<file path="src/pkg/line_driver_consts.svh">
// constants for the line driver configuration block
// assumes a 25 MHz system clock
`ifndef LINE_DRIVER_CONSTS_SVH
`define LINE_DRIVER_CONSTS_SVH

// ***********************************
// register offsets (byte addresses)
// ***********************************
`define REG_CTRL_OFS     4'h0
`define REG_CODES_OFS    4'h4
`define REG_RESP_OFS     4'h8
`define REG_EDGE_OFS     4'hc
`define CTRL_FLEX_BIT    0

// ***********************************
// command byte fields
// ***********************************
`define CMD_TOP_BIT      7
`define CMD_PAR_HI       6
`define CMD_PAR_LO       4
`define CMD_VAL_HI       3
`define CMD_VAL_LO       1
`define CMD_ONE_BIT      0

// ***********************************
// parameter codes
// ***********************************
`define PAR_SLEW         3'h1
`define PAR_PROG         3'h2
`define PAR_SPU          3'h3
`define PAR_W1L          3'h4
`define PAR_DSO          3'h5
`define PAR_LOAD         3'h6
`define PAR_RATE         3'h7

// ***********************************
// reset value codes
// ***********************************
`define RST_SLEW         3'h0
`define RST_PROG         3'h4
`define RST_SPU          3'h4
`define RST_W1L          3'h0
`define RST_DSO          3'h0
`define RST_LOAD         3'h0
`define RST_RATE         3'h0

// ***********************************
// timing
// ***********************************
`define CLK_HZ           25000000
`define RATE_0_BPS       9600
`define RATE_1_BPS       19200
`define RATE_2_BPS       57600
`define RATE_3_BPS       115200
`define DIV_0            (`CLK_HZ / `RATE_0_BPS)
`define DIV_1            (`CLK_HZ / `RATE_1_BPS)
`define DIV_2            (`CLK_HZ / `RATE_2_BPS)
`define DIV_3            (`CLK_HZ / `RATE_3_BPS)
`define BOOST_HOLD_NS    2000
`define CLK_NS           40
`define BOOST_HOLD_CYC   (`BOOST_HOLD_NS / `CLK_NS)

`endif

</file>
<file path="src/pkg/line_driver_pkg.sv">
// types for the line driver configuration block
// assumes the constants header alongside
package line_driver_pkg;

  typedef enum logic [2:0] {
    EDGE_IDLE,
    EDGE_PREP,
    EDGE_LOW,
    EDGE_RISE,
    EDGE_BOOST,
    EDGE_HOLD
  } edge_state_t;

  typedef logic [2:0] value_code_t;

endpackage

</file>
<file path="src/rtl/line_driver_config_cmd.sv">
// configuration command interpreter, parameter store and edge control
// assumes command bytes arrive from an external receiver as pulses
// Operation
// - upper rate codes invert receive polarity
// - response goes out at new rate
// - rate codes map to four rates twice
// - program pulse codes map, 111 unlimited
// - strong pullup codes map, 111 unlimited
// - slew codes map to nominal rates
// - load is 1.8 mA plus 0.3 steps
// - write command layout 0,par,val,1
// - read command layout 0000,par,1
// - response bit 0 zero, write echoes
// - read response returns stored value code
// - rising boost always, slew only flexible
// - weak pullup first, strong past threshold
// - timer holds strong pullup then weak
// - weak pullup off before pulling low
// - reset loads default value codes
// - standard waveforms unless flexible and changed
//
// Decided for this implementation: the address map and the address-and-strobe port.
`include "line_driver_consts.svh"
`timescale 1ns/1ps
`default_nettype none

module line_driver_config_cmd
  import line_driver_pkg::*;
#(
  parameter int DIV_W      = 12,
  parameter int HOLD_CYC   = `BOOST_HOLD_CYC
) (
  input  wire logic        clk_sys,
  input  wire logic        arst_n,
  // register port
  input  wire logic [3:0]  reg_addr,
  input  wire logic [31:0] reg_wdata,
  input  wire logic        reg_wr,
  input  wire logic        reg_rd,
  output logic      [31:0] reg_rdata,
  // command bytes and responses
  input  wire logic        cmd_valid,
  input  wire logic [7:0]  cmd_byte,
  output logic             cmd_ready,
  output logic             resp_valid,
  output logic      [7:0]  resp_byte,
  output logic             txd,
  // receive polarity and serial rate divisor
  input  wire logic        polarity_select_pin,
  output logic             rx_invert,
  output logic [DIV_W-1:0] baud_div,
  // decoded parameter values
  output logic      [11:0] program_pulse_us,
  output logic      [13:0] strong_pullup_tenth_ms,
  output logic      [3:0]  write_one_low_us,
  output logic      [3:0]  sample_offset_us,
  output logic      [13:0] slew_mv_per_us,
  output logic      [5:0]  load_tenth_ma,
  // edge shaping
  input  wire logic        drive_low_req,
  input  wire logic        above_boost_thr,
  input  wire logic        above_timer_thr,
  output logic             weak_pullup_en,
  output logic             strong_pullup_en,
  output logic             pulldown_en,
  output logic             slew_ctrl_en,
  output logic      [2:0]  slew_code
);

  // ***********************************
  // storage
  // ***********************************
  value_code_t param_q [1:7];
  logic        flex_q;
  logic        send_q;
  logic [7:0]  resp_q;
  logic [31:0] rdata_q;
  edge_state_t st_q;
  edge_state_t st_d;
  logic [15:0] hold_q;

  // ***********************************
  // command decode
  // ***********************************
  wire         tx_busy;
  wire         tx_line;
  wire         frame_ok;
  wire         is_read;
  wire         is_write;
  wire         take;
  wire [2:0]   cmd_par;
  wire [2:0]   cmd_val;
  wire [2:0]   rd_par;
  wire [2:0]   rd_val;
  wire [7:0]   resp_d;

  assign frame_ok = !cmd_byte[`CMD_TOP_BIT] && cmd_byte[`CMD_ONE_BIT];
  assign cmd_par  = cmd_byte[`CMD_PAR_HI:`CMD_PAR_LO];
  assign cmd_val  = cmd_byte[`CMD_VAL_HI:`CMD_VAL_LO];
  assign is_read  = frame_ok && (cmd_par == 3'h0);
  assign is_write = frame_ok && (cmd_par != 3'h0);
  assign cmd_ready = !tx_busy && !send_q;
  assign take     = cmd_valid && cmd_ready && frame_ok;
  assign rd_par   = cmd_val;
  assign rd_val   = (rd_par == 3'h0) ? 3'h0 : param_q[rd_par];
  assign resp_d   = is_read ? {cmd_byte[7:4], rd_val, 1'b0}
                            : {cmd_byte[7:1], 1'b0};

  // ***********************************
  // parameter store
  // ***********************************
  always_ff @(posedge clk_sys or negedge arst_n) begin
    if (!arst_n) begin
      param_q[`PAR_SLEW] <= `RST_SLEW;
      param_q[`PAR_PROG] <= `RST_PROG;
      param_q[`PAR_SPU]  <= `RST_SPU;
      param_q[`PAR_W1L]  <= `RST_W1L;
      param_q[`PAR_DSO]  <= `RST_DSO;
      param_q[`PAR_LOAD] <= `RST_LOAD;
      param_q[`PAR_RATE] <= `RST_RATE;
    end else if (take && is_write) begin
      param_q[cmd_par] <= cmd_val;
    end
  end

  // ***********************************
  // response launch
  // ***********************************
  always_ff @(posedge clk_sys or negedge arst_n) begin
    if (!arst_n) begin
      send_q <= 1'b0;
      resp_q <= 8'h00;
    end else begin
      send_q <= take;
      if (take) begin
        resp_q <= resp_d;
      end
    end
  end

  assign resp_valid = send_q;
  assign resp_byte  = resp_q;

  // ***********************************
  // serial rate and polarity
  // ***********************************
  wire [2:0] rate_c;

  assign rate_c    = param_q[`PAR_RATE];
  assign baud_div  = (rate_c[1:0] == 2'h0) ? DIV_W'(`DIV_0) :
                     (rate_c[1:0] == 2'h1) ? DIV_W'(`DIV_1) :
                     (rate_c[1:0] == 2'h2) ? DIV_W'(`DIV_2) :
                                             DIV_W'(`DIV_3);
  assign rx_invert = polarity_select_pin ^ rate_c[2];

  // divisor already updated when send_q fires
  serial_resp_tx #(
    .DIV_W (DIV_W)
  ) u_tx (
    .clk_sys (clk_sys),
    .arst_n  (arst_n),
    .start   (send_q),
    .data    (resp_q),
    .div     (baud_div),
    .line    (tx_line),
    .busy    (tx_busy)
  );

  assign txd = tx_line;

  // ***********************************
  // decoded values
  // ***********************************
  wire [2:0] prog_c;
  wire [2:0] spu_c;
  wire [2:0] slew_c;
  wire       slew_changed;
  wire       flex_active;

  assign prog_c = param_q[`PAR_PROG];
  assign spu_c  = param_q[`PAR_SPU];
  assign slew_c = param_q[`PAR_SLEW];

  // zero means unlimited
  assign program_pulse_us = (prog_c == 3'h7) ? 12'h000
                          : (12'h020 << prog_c);

  // code 110 is not to be written by the host
  assign strong_pullup_tenth_ms =
      (spu_c == 3'h0) ? 14'h00a4 :
      (spu_c == 3'h1) ? 14'h028f :
      (spu_c == 3'h2) ? 14'h051e :
      (spu_c == 3'h3) ? 14'h0a3c :
      (spu_c == 3'h4) ? 14'h1478 :
      (spu_c == 3'h5) ? 14'h28f0 :
                        14'h0000;

  assign slew_changed = (slew_c != `RST_SLEW);
  assign flex_active  = flex_q && ((param_q[`PAR_W1L] != `RST_W1L) ||
                                   (param_q[`PAR_DSO] != `RST_DSO) ||
                                   slew_changed);

  // standard timing unless flexible speed with a changed value
  assign write_one_low_us = flex_active ? (4'h8 + {1'b0, param_q[`PAR_W1L]})
                                        : 4'h8;
  assign sample_offset_us = flex_active ? (4'h3 + {1'b0, param_q[`PAR_DSO]})
                                        : 4'h3;

  assign slew_code    = slew_ctrl_en ? slew_c : `RST_SLEW;
  assign slew_ctrl_en = flex_q && slew_changed;
  assign slew_mv_per_us =
      (slew_code == 3'h0) ? 14'h3a98 :
      (slew_code == 3'h1) ? 14'h0898 :
      (slew_code == 3'h2) ? 14'h0672 :
      (slew_code == 3'h3) ? 14'h055a :
      (slew_code == 3'h4) ? 14'h044c :
      (slew_code == 3'h5) ? 14'h033e :
      (slew_code == 3'h6) ? 14'h02bc :
                            14'h0226;

  assign load_tenth_ma = 6'h12 + 6'(3 * param_q[`PAR_LOAD]);

  // ***********************************
  // edge shaping
  // ***********************************
  wire hold_done;

  assign hold_done = (hold_q == 16'(HOLD_CYC - 1));

  always_comb begin
    st_d = st_q;
    unique case (st_q)
      EDGE_IDLE: begin
        if (drive_low_req) begin
          st_d = EDGE_PREP;
        end else if (!above_boost_thr) begin
          st_d = EDGE_RISE;
        end
      end
      EDGE_PREP: begin
        st_d = EDGE_LOW;
      end
      EDGE_LOW: begin
        if (!drive_low_req) begin
          st_d = EDGE_RISE;
        end
      end
      EDGE_RISE: begin
        if (drive_low_req) begin
          st_d = EDGE_PREP;
        end else if (above_boost_thr) begin
          st_d = EDGE_BOOST;
        end
      end
      EDGE_BOOST: begin
        if (drive_low_req) begin
          st_d = EDGE_PREP;
        end else if (above_timer_thr) begin
          st_d = EDGE_HOLD;
        end
      end
      EDGE_HOLD: begin
        if (drive_low_req) begin
          st_d = EDGE_PREP;
        end else if (hold_done) begin
          st_d = EDGE_IDLE;
        end
      end
    endcase
  end

  always_ff @(posedge clk_sys or negedge arst_n) begin
    if (!arst_n) begin
      st_q   <= EDGE_IDLE;
      hold_q <= 16'h0000;
    end else begin
      st_q <= st_d;
      if (st_q == EDGE_HOLD) begin
        hold_q <= hold_q + 16'h0001;
      end else begin
        hold_q <= 16'h0000;
      end
    end
  end

  // boost path is active at every speed
  assign weak_pullup_en   = (st_q == EDGE_IDLE) || (st_q == EDGE_RISE);
  assign strong_pullup_en = (st_q == EDGE_BOOST) || (st_q == EDGE_HOLD);
  assign pulldown_en      = (st_q == EDGE_LOW);

  // ***********************************
  // register port
  // ***********************************
  wire        wr_ctrl;
  wire [31:0] rd_mux;

  assign wr_ctrl = reg_wr && (reg_addr == `REG_CTRL_OFS);
  assign rd_mux  =
      (reg_addr == `REG_CTRL_OFS)  ? {31'h0, flex_q} :
      (reg_addr == `REG_CODES_OFS) ? {11'h0, param_q[7], param_q[6],
                                      param_q[5], param_q[4], param_q[3],
                                      param_q[2], param_q[1]} :
      (reg_addr == `REG_RESP_OFS)  ? {22'h0, tx_busy, send_q, resp_q} :
      (reg_addr == `REG_EDGE_OFS)  ? {26'h0, slew_ctrl_en, flex_active,
                                      pulldown_en, strong_pullup_en,
                                      weak_pullup_en, rx_invert} :
                                     32'h0;

  always_ff @(posedge clk_sys or negedge arst_n) begin
    if (!arst_n) begin
      flex_q  <= 1'b0;
      rdata_q <= 32'h0;
    end else begin
      if (wr_ctrl) begin
        flex_q <= reg_wdata[`CTRL_FLEX_BIT];
      end
      rdata_q <= reg_rd ? rd_mux : 32'h0;
    end
  end

  assign reg_rdata = rdata_q;

endmodule // line_driver_config_cmd

`default_nettype wire

</file>
<file path="src/rtl/serial_resp_tx.sv">
// serial transmitter for response bytes
// assumes divisor held steady while a byte is sent
`timescale 1ns/1ps
`default_nettype none

module serial_resp_tx #(
  parameter int DIV_W = 12
) (
  input  wire logic             clk_sys,
  input  wire logic             arst_n,
  input  wire logic             start,
  input  wire logic [7:0]       data,
  input  wire logic [DIV_W-1:0] div,
  output logic                  line,
  output logic                  busy
);

  logic [DIV_W-1:0] cnt_q;
  logic [9:0]       shf_q;
  logic [3:0]       bits_q;
  logic             tick;

  // ***********************************
  // bit timing
  // ***********************************
  assign tick = (cnt_q == div - {{(DIV_W-1){1'b0}}, 1'b1});
  assign line = busy ? shf_q[0] : 1'b1;
  assign busy = (bits_q != 4'h0);

  always_ff @(posedge clk_sys or negedge arst_n) begin
    if (!arst_n) begin
      cnt_q  <= '0;
      shf_q  <= 10'h3ff;
      bits_q <= 4'h0;
    end else if (start && !busy) begin
      cnt_q  <= '0;
      shf_q  <= {1'b1, data, 1'b0};
      bits_q <= 4'ha;
    end else if (busy) begin
      if (tick) begin
        cnt_q  <= '0;
        shf_q  <= {1'b1, shf_q[9:1]};
        bits_q <= bits_q - 4'h1;
      end else begin
        cnt_q <= cnt_q + {{(DIV_W-1){1'b0}}, 1'b1};
      end
    end
  end

endmodule // serial_resp_tx

`default_nettype wire

</file>
<file path="config.mk">
export PLATFORM = sky130hd
export DESIGN_NAME = line_driver_config_cmd
export DESIGN_NICKNAME = d
export VERILOG_FILES = /design/src/pkg/line_driver_pkg.sv /design/src/rtl/line_driver_config_cmd.sv /design/src/rtl/serial_resp_tx.sv
export VERILOG_INCLUDE_DIRS = /design/src /design/src/pkg
export SDC_FILE = /design/constraint.sdc
export NUM_CORES = 1
export LEC_CHECK = 0
export BUFFER_PORTS_ARGS = -buffer_cell sky130_fd_sc_hd__buf_2
export CAP_MARGIN = 10
export CELL_PAD_IN_SITES_DETAIL_PLACEMENT = 0
export CELL_PAD_IN_SITES_GLOBAL_PLACEMENT = 1
export CORE_ASPECT_RATIO = 1.4
export CORE_MARGIN = 3
export CORE_UTILIZATION = 39
export DETAILED_ROUTE_END_ITERATION = 10
export MAX_ROUTING_LAYER = met4
export PLACE_DENSITY = 0.92
export REMOVE_ABC_BUFFERS = 1
export SYNTH_ARGS = -nofsm -noshare
export SYNTH_HDL_FRONTEND = slang
export SYNTH_HIERARCHICAL = 1
export SYNTH_SLANG_ARGS = --single-unit
</file>
<file path="constraint.sdc">
create_clock -name clk_sys -period 4.2 [get_ports clk_sys]
set_clock_uncertainty 0.2 [all_clocks]
set_input_delay 0.42 -clock clk_sys [delete_from_list [all_inputs] [get_ports clk_sys]]
set_output_delay 0.42 -clock clk_sys [all_outputs]
set_load 0.05 [all_outputs]
</file>
==> results.cfg, run 1 <==
[global_route]
grt_max_degree = 64
antenna_found_initial = 1
grt_pass1_wl_um = 23700
busiest_layer = met2
met3_usage_pct = 2.76
met1_usage_pct = 22.9
grt_usage_pct = 18.3
grt_pass1_vias = 4672
grt-ovfl-total = 0
grt.met2_usage_pct = 30.2

[cells_and_area]
fillCellCount = 1471
layout-drive-gt1-share_pct = 24.5
syn2layout_area_growth_pct = 15.4
postLayoutCoreUtil_pct = 46.6
finalNonFillerCells = 932
fin_nets = 811

[sta]
fmax_mhz = 267
tightest_slew_ns = 0.807
hold_viol = 0
period_needed_ns = 3.74
fin_ws_ns = 0.458
finalCritPeriodShare_pct = 89.1
slew_headroom_pct = 46.2
report.final.slew_viol_count = 0
rsz0062_at_grt = false
finalSetupViolCount = 0

[placement]
portBuffers = 119
post-dp-hpwl_um = 11200
dpl.cell_count = 914
gp_congestion = 0.880
dp_slack_ns = 0.452

[die]
core_um2 = 14700
die-area_um2 = 16800
start_util_pct = 40.4
chipHeight_um = 152
dieWidth_um = 110
io_pins = 170
rows = 52

[power_and_ir_drop]
leakagePower_nw = 3.36
power_density_nw_per_um2 = 445
vdd_drop_max_v = 0.000199

[detailed_routing]
ant_nets = 0
post_drt_wl_per_cell_um = 16.1
first_iter_violations = 279
drc = 0
num_vias = 4982
routed_wl_um = 15000
viasPerCell = 5.35
dr.pass1.iters = 5

[yosys]
synth_top_area_share_pct = 35.4
synth_edf_count = 0
ys_warn_count = 6
synth_top_area_cell = dfrtp_1
synth_seq_cells = 95
synth_flop_cell = dfrtp_1
synth_cell_types = 78
synthArstFlopShare_pct = 100
yosys-top-cells-area = dfrtp_1, dfstp_2, ha_1
yosysSeqAreaShare_pct = 40.3
syn_avg_cell_area_um2 = 9.29
synth_most_common_cell = dfrtp_1
synthCells = 639
syn_area_um2 = 5940
ys_top_cells_by_count = dfrtp_1, nor2_1, nand2_1

[clocking]
cts-root-buf = clkbuf_16
clk_pin_slew_ns = 0.07
clock-sinks = 95
clk_latency_ns = 0.34
cts_setup_buffers = 0
cts_made_buffers = 9
cts_tree = built
htreeDepth = 3
clock_path_buffers = 2

[setup_path]
reg2reg_from = rate_c[0]
crit_required_ns = 4.27
r2r_slack_ns = 0.46
crit_path_start_kind = flip-flop
crit_fanout = 8
crit_end = u_tx/shf_q[3]
r2r_end = u_tx/shf_q[3]
path_class = reg -> reg
setup.worst_path.start = rate_c[0]
end_kind = flip-flop
crit_arrival_ns = 3.82
rr_worst_depth = 10

[flow_run]
cap_violations = 0

[outcome]
outcome = finished, final reports clean

[worst_hold_path]
hold_class = in -> reg
-- stage by stage --
stage	power, mW	setup TNS, ns	hold slack (ns)	area (µm²)
after floorplan	1.96	-13.27	-0.0756	5640
after CTS	3.07	0	0.105	6850
after global routing	3.22	0	0.130	6850
after detailed placement	2.24	0	0.306	6540
final	3.05	0	0.109	6850
after global placement	2.22	0	0.282	6540
-- flip-flops by register name, summed over array words and instances (netlist names), 4 cells and up --
| signal | count |
|---|---|
| u_tx/bits_q | 4 |
| hold_q | 16 |
| u_tx/shf_q | 9 |
| u_tx/cnt_q | 12 |
| resp_byte | 7 |
| reg_rdata | 21 |
| param_q | 9 |
-- per-layer routing --
metal	wire (µm)	up-vias
li1	-	2403
met5	0	-
met1	6370	2402
met3	776	24
met2	7550	153
met4	327	0
-- area by class of cell --
class                   instances  area, µm²  share of cell area (%)
diodes                          1       2.50                  0.0365
inverters                      41        155                    2.26
repair buffers                128        668                    9.75
clock inverters                 7       78.8                    1.15
multi-input cells             462       3100                    45.2
flip-flops and latches         95       2390                    34.9
clock buffers                   9        225                    3.29
well taps                     189        236                    3.45
-- report_power, final --
part	total [mW]	internal, mW	switching (mW)
clock network	0.832	0.469	0.363
registers	1.23	1.06	0.174
logic	0.985	0.307	0.678
-- how the worst min path moves through the flow --
stage / from / end / depth (start not counted)
final: reg_wdata[0] / flex_q / 2
after global routing: reg_wr / flex_q / 2
after CTS: reg_wdata[0] / flex_q / 2
after detailed placement: u_tx/shf_q[1] / u_tx/shf_q[0] / 2
after global placement: u_tx/shf_q[1] / u_tx/shf_q[0] / 2
after floorplan: arst_n / flex_q / 0
-- placed cells by master, fill, tap and decap left out, types with 8 or more instances in the layout --
cell type	n
nor2_1	56
o22a_1	8
a31oi_1	9
and3_1	12
o21a_1	8
nor3_1	26
mux2i_1	12
buf_2	118
dfrtp_1	84
and2_1	10
conb_1	20
buf_4	9
o21ai_0	12
a21oi_1	12
xnor2_1	21
xor2_1	10
dfstp_2	11
nand3_1	17
nor2b_1	9
ha_1	21
nand2_1	51
inv_1	33
nor4_1	11
nor3b_1	8
mux2_1	19
clkbuf_16	9
-- worst max-delay path, cell delays in order (launching register included) --
cell and delay, ns:
dfrtp_1 0.45, inv_1 0.12, ha_1 0.24, or2_2 0.36
or4_4 0.52, or3_4 0.39, a311oi_2 0.33, nand4_1 0.19
or3_1 0.53, o22a_1 0.24, o21a_1 0.11
-- kinds of logic after synthesis --
logic type | share of synthesized area (%)
simple gates | 22.5
compound gates | 13.2
buf+inv | 8.74
flops | 40.3
mux | 6.19
xor+xnor | 4.57
fa+ha+maj | 4.42
other cells | 0.126
-- what timing repair did --
item / CTS / global route
hold buffers: 1 / 0
endpoints found under the hold margin: 17 / 0
resized for setup: 0 / 0
Note: power is estimated with default switching activity, not from simulation.
==> run 2: changes to the inputs <==
- CORE_UTILIZATION: 39 -> 36
- PLACE_DENSITY: 0.92 -> 0.9
- clock period: 4.2 -> 3.3 ns (I/O delays scaled with it)
==> run 2 against run 1 <==
  * The flow now finishes with violations (negative setup slack)
  * Routed wire length grew 4.4%
  * Core utilization shrank 1.1 points
  * Total power grew 29%
  * Non-clock buffer count grew 26
  * Global-route usage shrank 0.23 points
  * Final cell count grew 3.5%
  * First-iteration DRC count grew 12%
  * Largest power group unchanged
==> results.cfg, run 2 (synthesis results as in run 1) <==
[outcome]
outcome = complete, but fails checks
violations = negative setup slack

[die]
start_util_pct = 37.4
io_pins = 170
rows = 54
dieWidth_um = 115
die-area_um2 = 18100
core_um2 = 15900
chipHeight_um = 158

[power_and_ir_drop]
combPwrFrac_pct = 33.3
leakagePower_nw = 3.50
internal-power_mw = 2.36
pwr-share-seq_pct = 40.0
vdd_drop_max_v = 0.000432
clock_power_share_pct = 26.7
power_density_nw_per_um2 = 544
total_power_mw = 3.93
p_switching_mw = 1.56
p_sw_share_pct = 39.8

[sta]
rsz0062_at_grt = true
fmax_mhz = 294
slew_headroom_pct = 46.1
hold_viol = 0
period_needed_ns = 3.40
finalCritPeriodShare_pct = 103
report.final.slew_viol_count = 0
fin_ws_ns = -0.0993
finalSetupViolCount = 10
tightest_slew_ns = 0.809

[global_route]
grt-ovfl-total = 0
grt_usage_pct = 18.0
grt_pass1_vias = 5028
grt_max_degree = 62
antenna_found_initial = 1
grt_pass1_wl_um = 25200

[flow_run]
cap_violations = 0

[detailed_routing]
drc = 0
wl_met1_um = 6400
top_layer_used = met4
dr.pass1.iters = 7
num_vias = 5069
ant_nets = 0
route.met3.wl_um = 696
met2WireLength_um = 8320
routed_wl_um = 15700
first_iter_violations = 312
viasPerCell = 5.25
post_drt_wl_per_cell_um = 16.2

[setup_path]
crit_path_start_kind = flip-flop
path_class = reg -> reg
reg2reg_from = rate_c[1]
r2r_end = u_tx/cnt_q[3]
crit_arrival_ns = 3.43
rr_worst_depth = 11
r2r_slack_ns = -0.1
end_kind = flip-flop
crit_required_ns = 3.33
crit_fanout = 10

[cells_and_area]
fin_nets = 837
syn2layout_area_growth_pct = 21.6
layout-drive-gt1-share_pct = 29.7
finalNonFillerCells = 965
largest_register_ff_count = 21
mostFrequentLayoutCells = buf_2, dfrtp_1, nor2_1, nand2_1
final_common_cell = buf_2

[clocking]
cts_tree = built
htreeDepth = 3
clk_latency_ns = 0.34
clk_pin_slew_ns = 0.07
clock-sinks = 95
cts-root-buf = clkbuf_16
cts_made_buffers = 9
clock_path_buffers = 2

[worst_hold_path]
hold_path.startpoint = reg_wdata[0]
hold_class = in -> reg
hold_depth = 2
holdPathEnd = flex_q

[placement]
dpl.cell_count = 941
portBuffers = 119
gp_congestion = 0.862
post-dp-hpwl_um = 11700
-- run 2: changes by cell type in the layout (fill, tap and decap cells not counted), sizes merged --
cell,before,now
buf,127,153
inv,41,40
clkbuf,9,10
-- run 2: power groups by stage --
stage | sequential [mW] | combinational, mW | clock (mW)
after floorplan | 1.60 | 0.896 | 0
after global placement | 1.58 | 1.27 | 0
after detailed placement | 1.59 | 1.29 | 0
after CTS | 1.57 | 1.31 | 1.07
after global routing | 1.60 | 1.43 | 1.12
final | 1.57 | 1.31 | 1.05
-- run 2: per-layer routing --
metal	vias to the layer above	track usage, %
li1	2448	-
met1	2466	20.5
met2	134	31.8
met3	21	2.56
met4	0	7.07
met5	-	-
-- run 2: repair_timing --
item                                   in CTS  in global routing
gates resized for setup                    15                 17
endpoints found under the hold margin      50                  0
cloned                                      1                  0
setup endpoints to repair                  24                 25
buffers inserted                            4                  2
hold buffers                                1                  0
pin swaps                                   6                  3
-- run 2: worst max path at each step --
stage / from / to / slack [ns] / depth (start not counted)
2_1_floorplan: rate_c[0] / u_tx/bits_q[1] / -1.59 / 10
3_3_place_gp: rate_c[0] / u_tx/bits_q[2] / -0.19 / 12
3_5_place_dp: rate_c[0] / u_tx/bits_q[2] / -0.24 / 12
4_1_cts: rate_c[1] / u_tx/cnt_q[2] / -0.04 / 12
6_report: rate_c[1] / u_tx/cnt_q[3] / -0.1 / 11
5_1_grt: rate_c[1] / u_tx/cnt_q[3] / -0.16 / 13
-- run 2: area by class of cell --
| class | instances | area, µm² |
|---|---|---|
| antenna | 1 | 2.50 |
| clock buffer | 10 | 229 |
| clock inverter | 6 | 66.3 |
| fill | 1551 | 8660 |
| inverter | 41 | 159 |
| multi-input combinational | 462 | 3220 |
| sequential | 95 | 2390 |
| tap | 196 | 245 |
| timing repair buffer | 154 | 908 |
-- run 2: critical path: stages (launching register included) --
cell	delay (ns)
dfrtp_1	0.41
inv_2	0.08
ha_4	0.16
or2_4	0.24
or4_4	0.49
or3_4	0.36
a311oi_2	0.33
nand4_1	0.23
o21ai_4	0.30
buf_12	0.16
nor3_1	0.05
a211o_1	0.28
-- run 2: stage by stage --
| stage | area (µm²) | util [%] | worst slack, ns | TNS, ns | hold slack (ns) |
|---|---|---|---|---|---|
| floorplan | 5640 | - | -1.59 | -38.30 | -0.166 |
| global placement | 6720 | 42.3 | -0.192 | -2.51 | 0.261 |
| detailed placement | 6720 | 42.3 | -0.244 | -3.88 | 0.268 |
| CTS | 7150 | 45.0 | -0.0358 | -0.134 | 0.00243 |
| global route | 7220 | 45.5 | -0.163 | -1.72 | 0.0173 |
| finish | 7220 | 45.5 | -0.0993 | -0.560 | 0.0176 |
==> run 3: changes to the inputs <==
- ABC_CLOCK_PERIOD_IN_PS: unset -> 3300
- CELL_PAD_IN_SITES_DETAIL_PLACEMENT: 0 -> 1
==> run 3 against run 2 <==
  * Largest cell class unchanged
  * Design area up 1.9%
  * Count of clock-buffer cells in the layout up 1
  * Clock power about the same
  * Die area unchanged
  * Critical path type unchanged
  * Highest routed layer unchanged
  * Total power up 3.0%
  * Sequential share of layout area down 0.61 points
  * Register-to-register slack worse by 0.26 ns
  * First-iteration DRC count down 23%
  * Non-clock buffer count up 7
  * Sequential power about the same
  * Hold slack worse by 0.0037 ns
  * Largest power group unchanged
  * The run still ends with negative setup slack left
==> results.cfg, run 3 (synthesis results as in run 1) <==
[placement]
dp_slack_ns = -0.300
gp_congestion = 0.862
post-dp-hpwl_um = 13500
portBuffers = 119

[cells_and_area]
mostFrequentLayoutCells = buf_2, dfrtp_1, nor2_1, nand2_1, buf_4
layout-drive-gt1-share_pct = 31.2
fin_nets = 844
largest_register_ff_count = 21
syn2layout_area_growth_pct = 23.8
final_common_cell = buf_2

[power_and_ir_drop]
pwr-share-seq_pct = 39.4
clock_power_share_pct = 25.4
internal-power_mw = 2.35
power_density_nw_per_um2 = 550
p_sw_share_pct = 41.8
leakagePower_nw = 3.57
p_switching_mw = 1.69
vdd_drop_max_v = 0.000434
combPwrFrac_pct = 35.1

[die]
chipHeight_um = 158
rows = 54
io_pins = 170
core_um2 = 15900
start_util_pct = 37.4
dieWidth_um = 115
die-area_um2 = 18100

[global_route]
grt_pass1_vias = 5569
grt_pass1_wl_um = 29400
met1_usage_pct = 23.5
grt-ovfl-total = 0
busiest_layer = met2
grt.met2_usage_pct = 37.6
antenna_found_initial = 1
grt_max_degree = 62
met3_usage_pct = 3.82
grt_usage_pct = 21.3

[clocking]
htreeDepth = 3
clock-sinks = 95
cts-root-buf = clkbuf_16
clock_path_buffers = 2
clk_pin_slew_ns = 0.07
cts_made_buffers = 9
cts_tree = built
clk_latency_ns = 0.35

[setup_path]
path_class = reg -> reg
crit_fanout = 8
cp_cell_sequence = inv_2 -> ha_1 -> or2_2 -> buf_4 -> inv_1 -> nor4_1 -> a31oi_1 -> a311oi_2 -> nand4_1 -> buf_4 -> o21ai_4 -> buf_12 -> buf_12 -> nor3_2 -> a211o_1
crit_path_start_kind = flip-flop
cpPeakStageDelay_ns = 0.48
slowest_stage = nor4_1
crit_arrival_ns = 3.69
path_delay_family = compound AO/OA/AOI/OAI gates
critPathBufInv = 6
crit_required_ns = 3.33
end_kind = flip-flop

[detailed_routing]
first_iter_violations = 239
dr.pass1.iters = 4
ant_nets = 0
num_vias = 5295
viasPerCell = 5.45
post_drt_wl_per_cell_um = 20.0
routed_wl_um = 19400
drc = 0

[sta]
hold_viol = 0
period_needed_ns = 3.66
report.final.slew_viol_count = 0
rsz0062_at_grt = true
fmax_mhz = 273
tightest_slew_ns = 0.811
fin_ws_ns = -0.359
whs_ns = 0.0139
finalCritPeriodShare_pct = 111
slew_headroom_pct = 45.9
finalSetupViolCount = 25

[outcome]
outcome = complete, but fails checks
violations = negative setup slack

[flow_run]
cap_violations = 0

[worst_hold_path]
hold_class = in -> reg
-- run 3: changes by cell type in the layout (fill, tap and decap cells not counted), sizes merged --
cell    change
buf         +6
bufinv      -1
clkbuf      +2
-- run 3: power by group through the flow --
stage	Sequential [mW]	Combinational [mW]	Clock [mW]
after CTS	1.58	1.35	1.05
after global routing	1.62	1.54	1.09
after floorplan	1.60	0.896	0
final	1.60	1.42	1.03
after global placement	1.58	1.27	0
after detailed placement	1.60	1.32	0
-- run 3: path summary, 6_finish.rpt --
kind | start | to | slack (ns) | depth (start not counted)
max in group asynchronous | arst_n | prog_c[2] | 1.76 | 3
min in group asynchronous | arst_n | st_q[1] | 0.41 | 2
setup / recovery | rate_c[1] | u_tx/cnt_q[3] | -0.36 | 15
hold / removal | reg_wdata[0] | flex_q | 0.01 | 2
hold reg to reg | u_tx/shf_q[1] | u_tx/shf_q[0] | 0.28 | 2
setup reg to reg | rate_c[1] | u_tx/cnt_q[3] | -0.36 | 15
-- run 3: timing repair --
action | CTS | global route
pin swaps | 11 | 18
buffers inserted | 5 | 7
hold buffers | 1 | 0
resized for setup | 23 | 24
cloned | 1 | 1
endpoints found under the hold margin | 50 | 0
endpoints found under the setup margin | 24 | 25
-- run 3: final cells by class --
| class | count | area [µm²] |
|---|---|---|
| Clock inverter | 5 | 38.8 |
| Timing Repair Buffer | 161 | 1000 |
| Multi-Input combinational cell | 462 | 3270 |
| Sequential cell | 95 | 2390 |
| Fill cell | 1838 | 8520 |
| Clock buffer | 11 | 253 |
| Inverter | 41 | 155 |
| Antenna cell | 1 | 2.50 |
| Tap cell | 196 | 245 |
-- run 3: stage by stage --
step,utilization (%),cells,instance area [µm²],total power [mW],TNS [ns]
global route,46.3,972,7360,4.25,-8.26
global placement,42.3,941,6720,2.85,-2.51
CTS,45.3,964,7190,3.99,-1.75
floorplan,-,598,5640,2.50,-38.30
finish,46.3,972,7360,4.05,-6.39
detailed placement,42.3,941,6720,2.92,-4.48
-- run 3: per-layer routing --
metal | wire [µm] | part of all wire [%]
met1 | 7520 | 39
met2 | 10400 | 54
met3 | 855 | 4.4
met4 | 601 | 3.1
met5 | 0 | 0
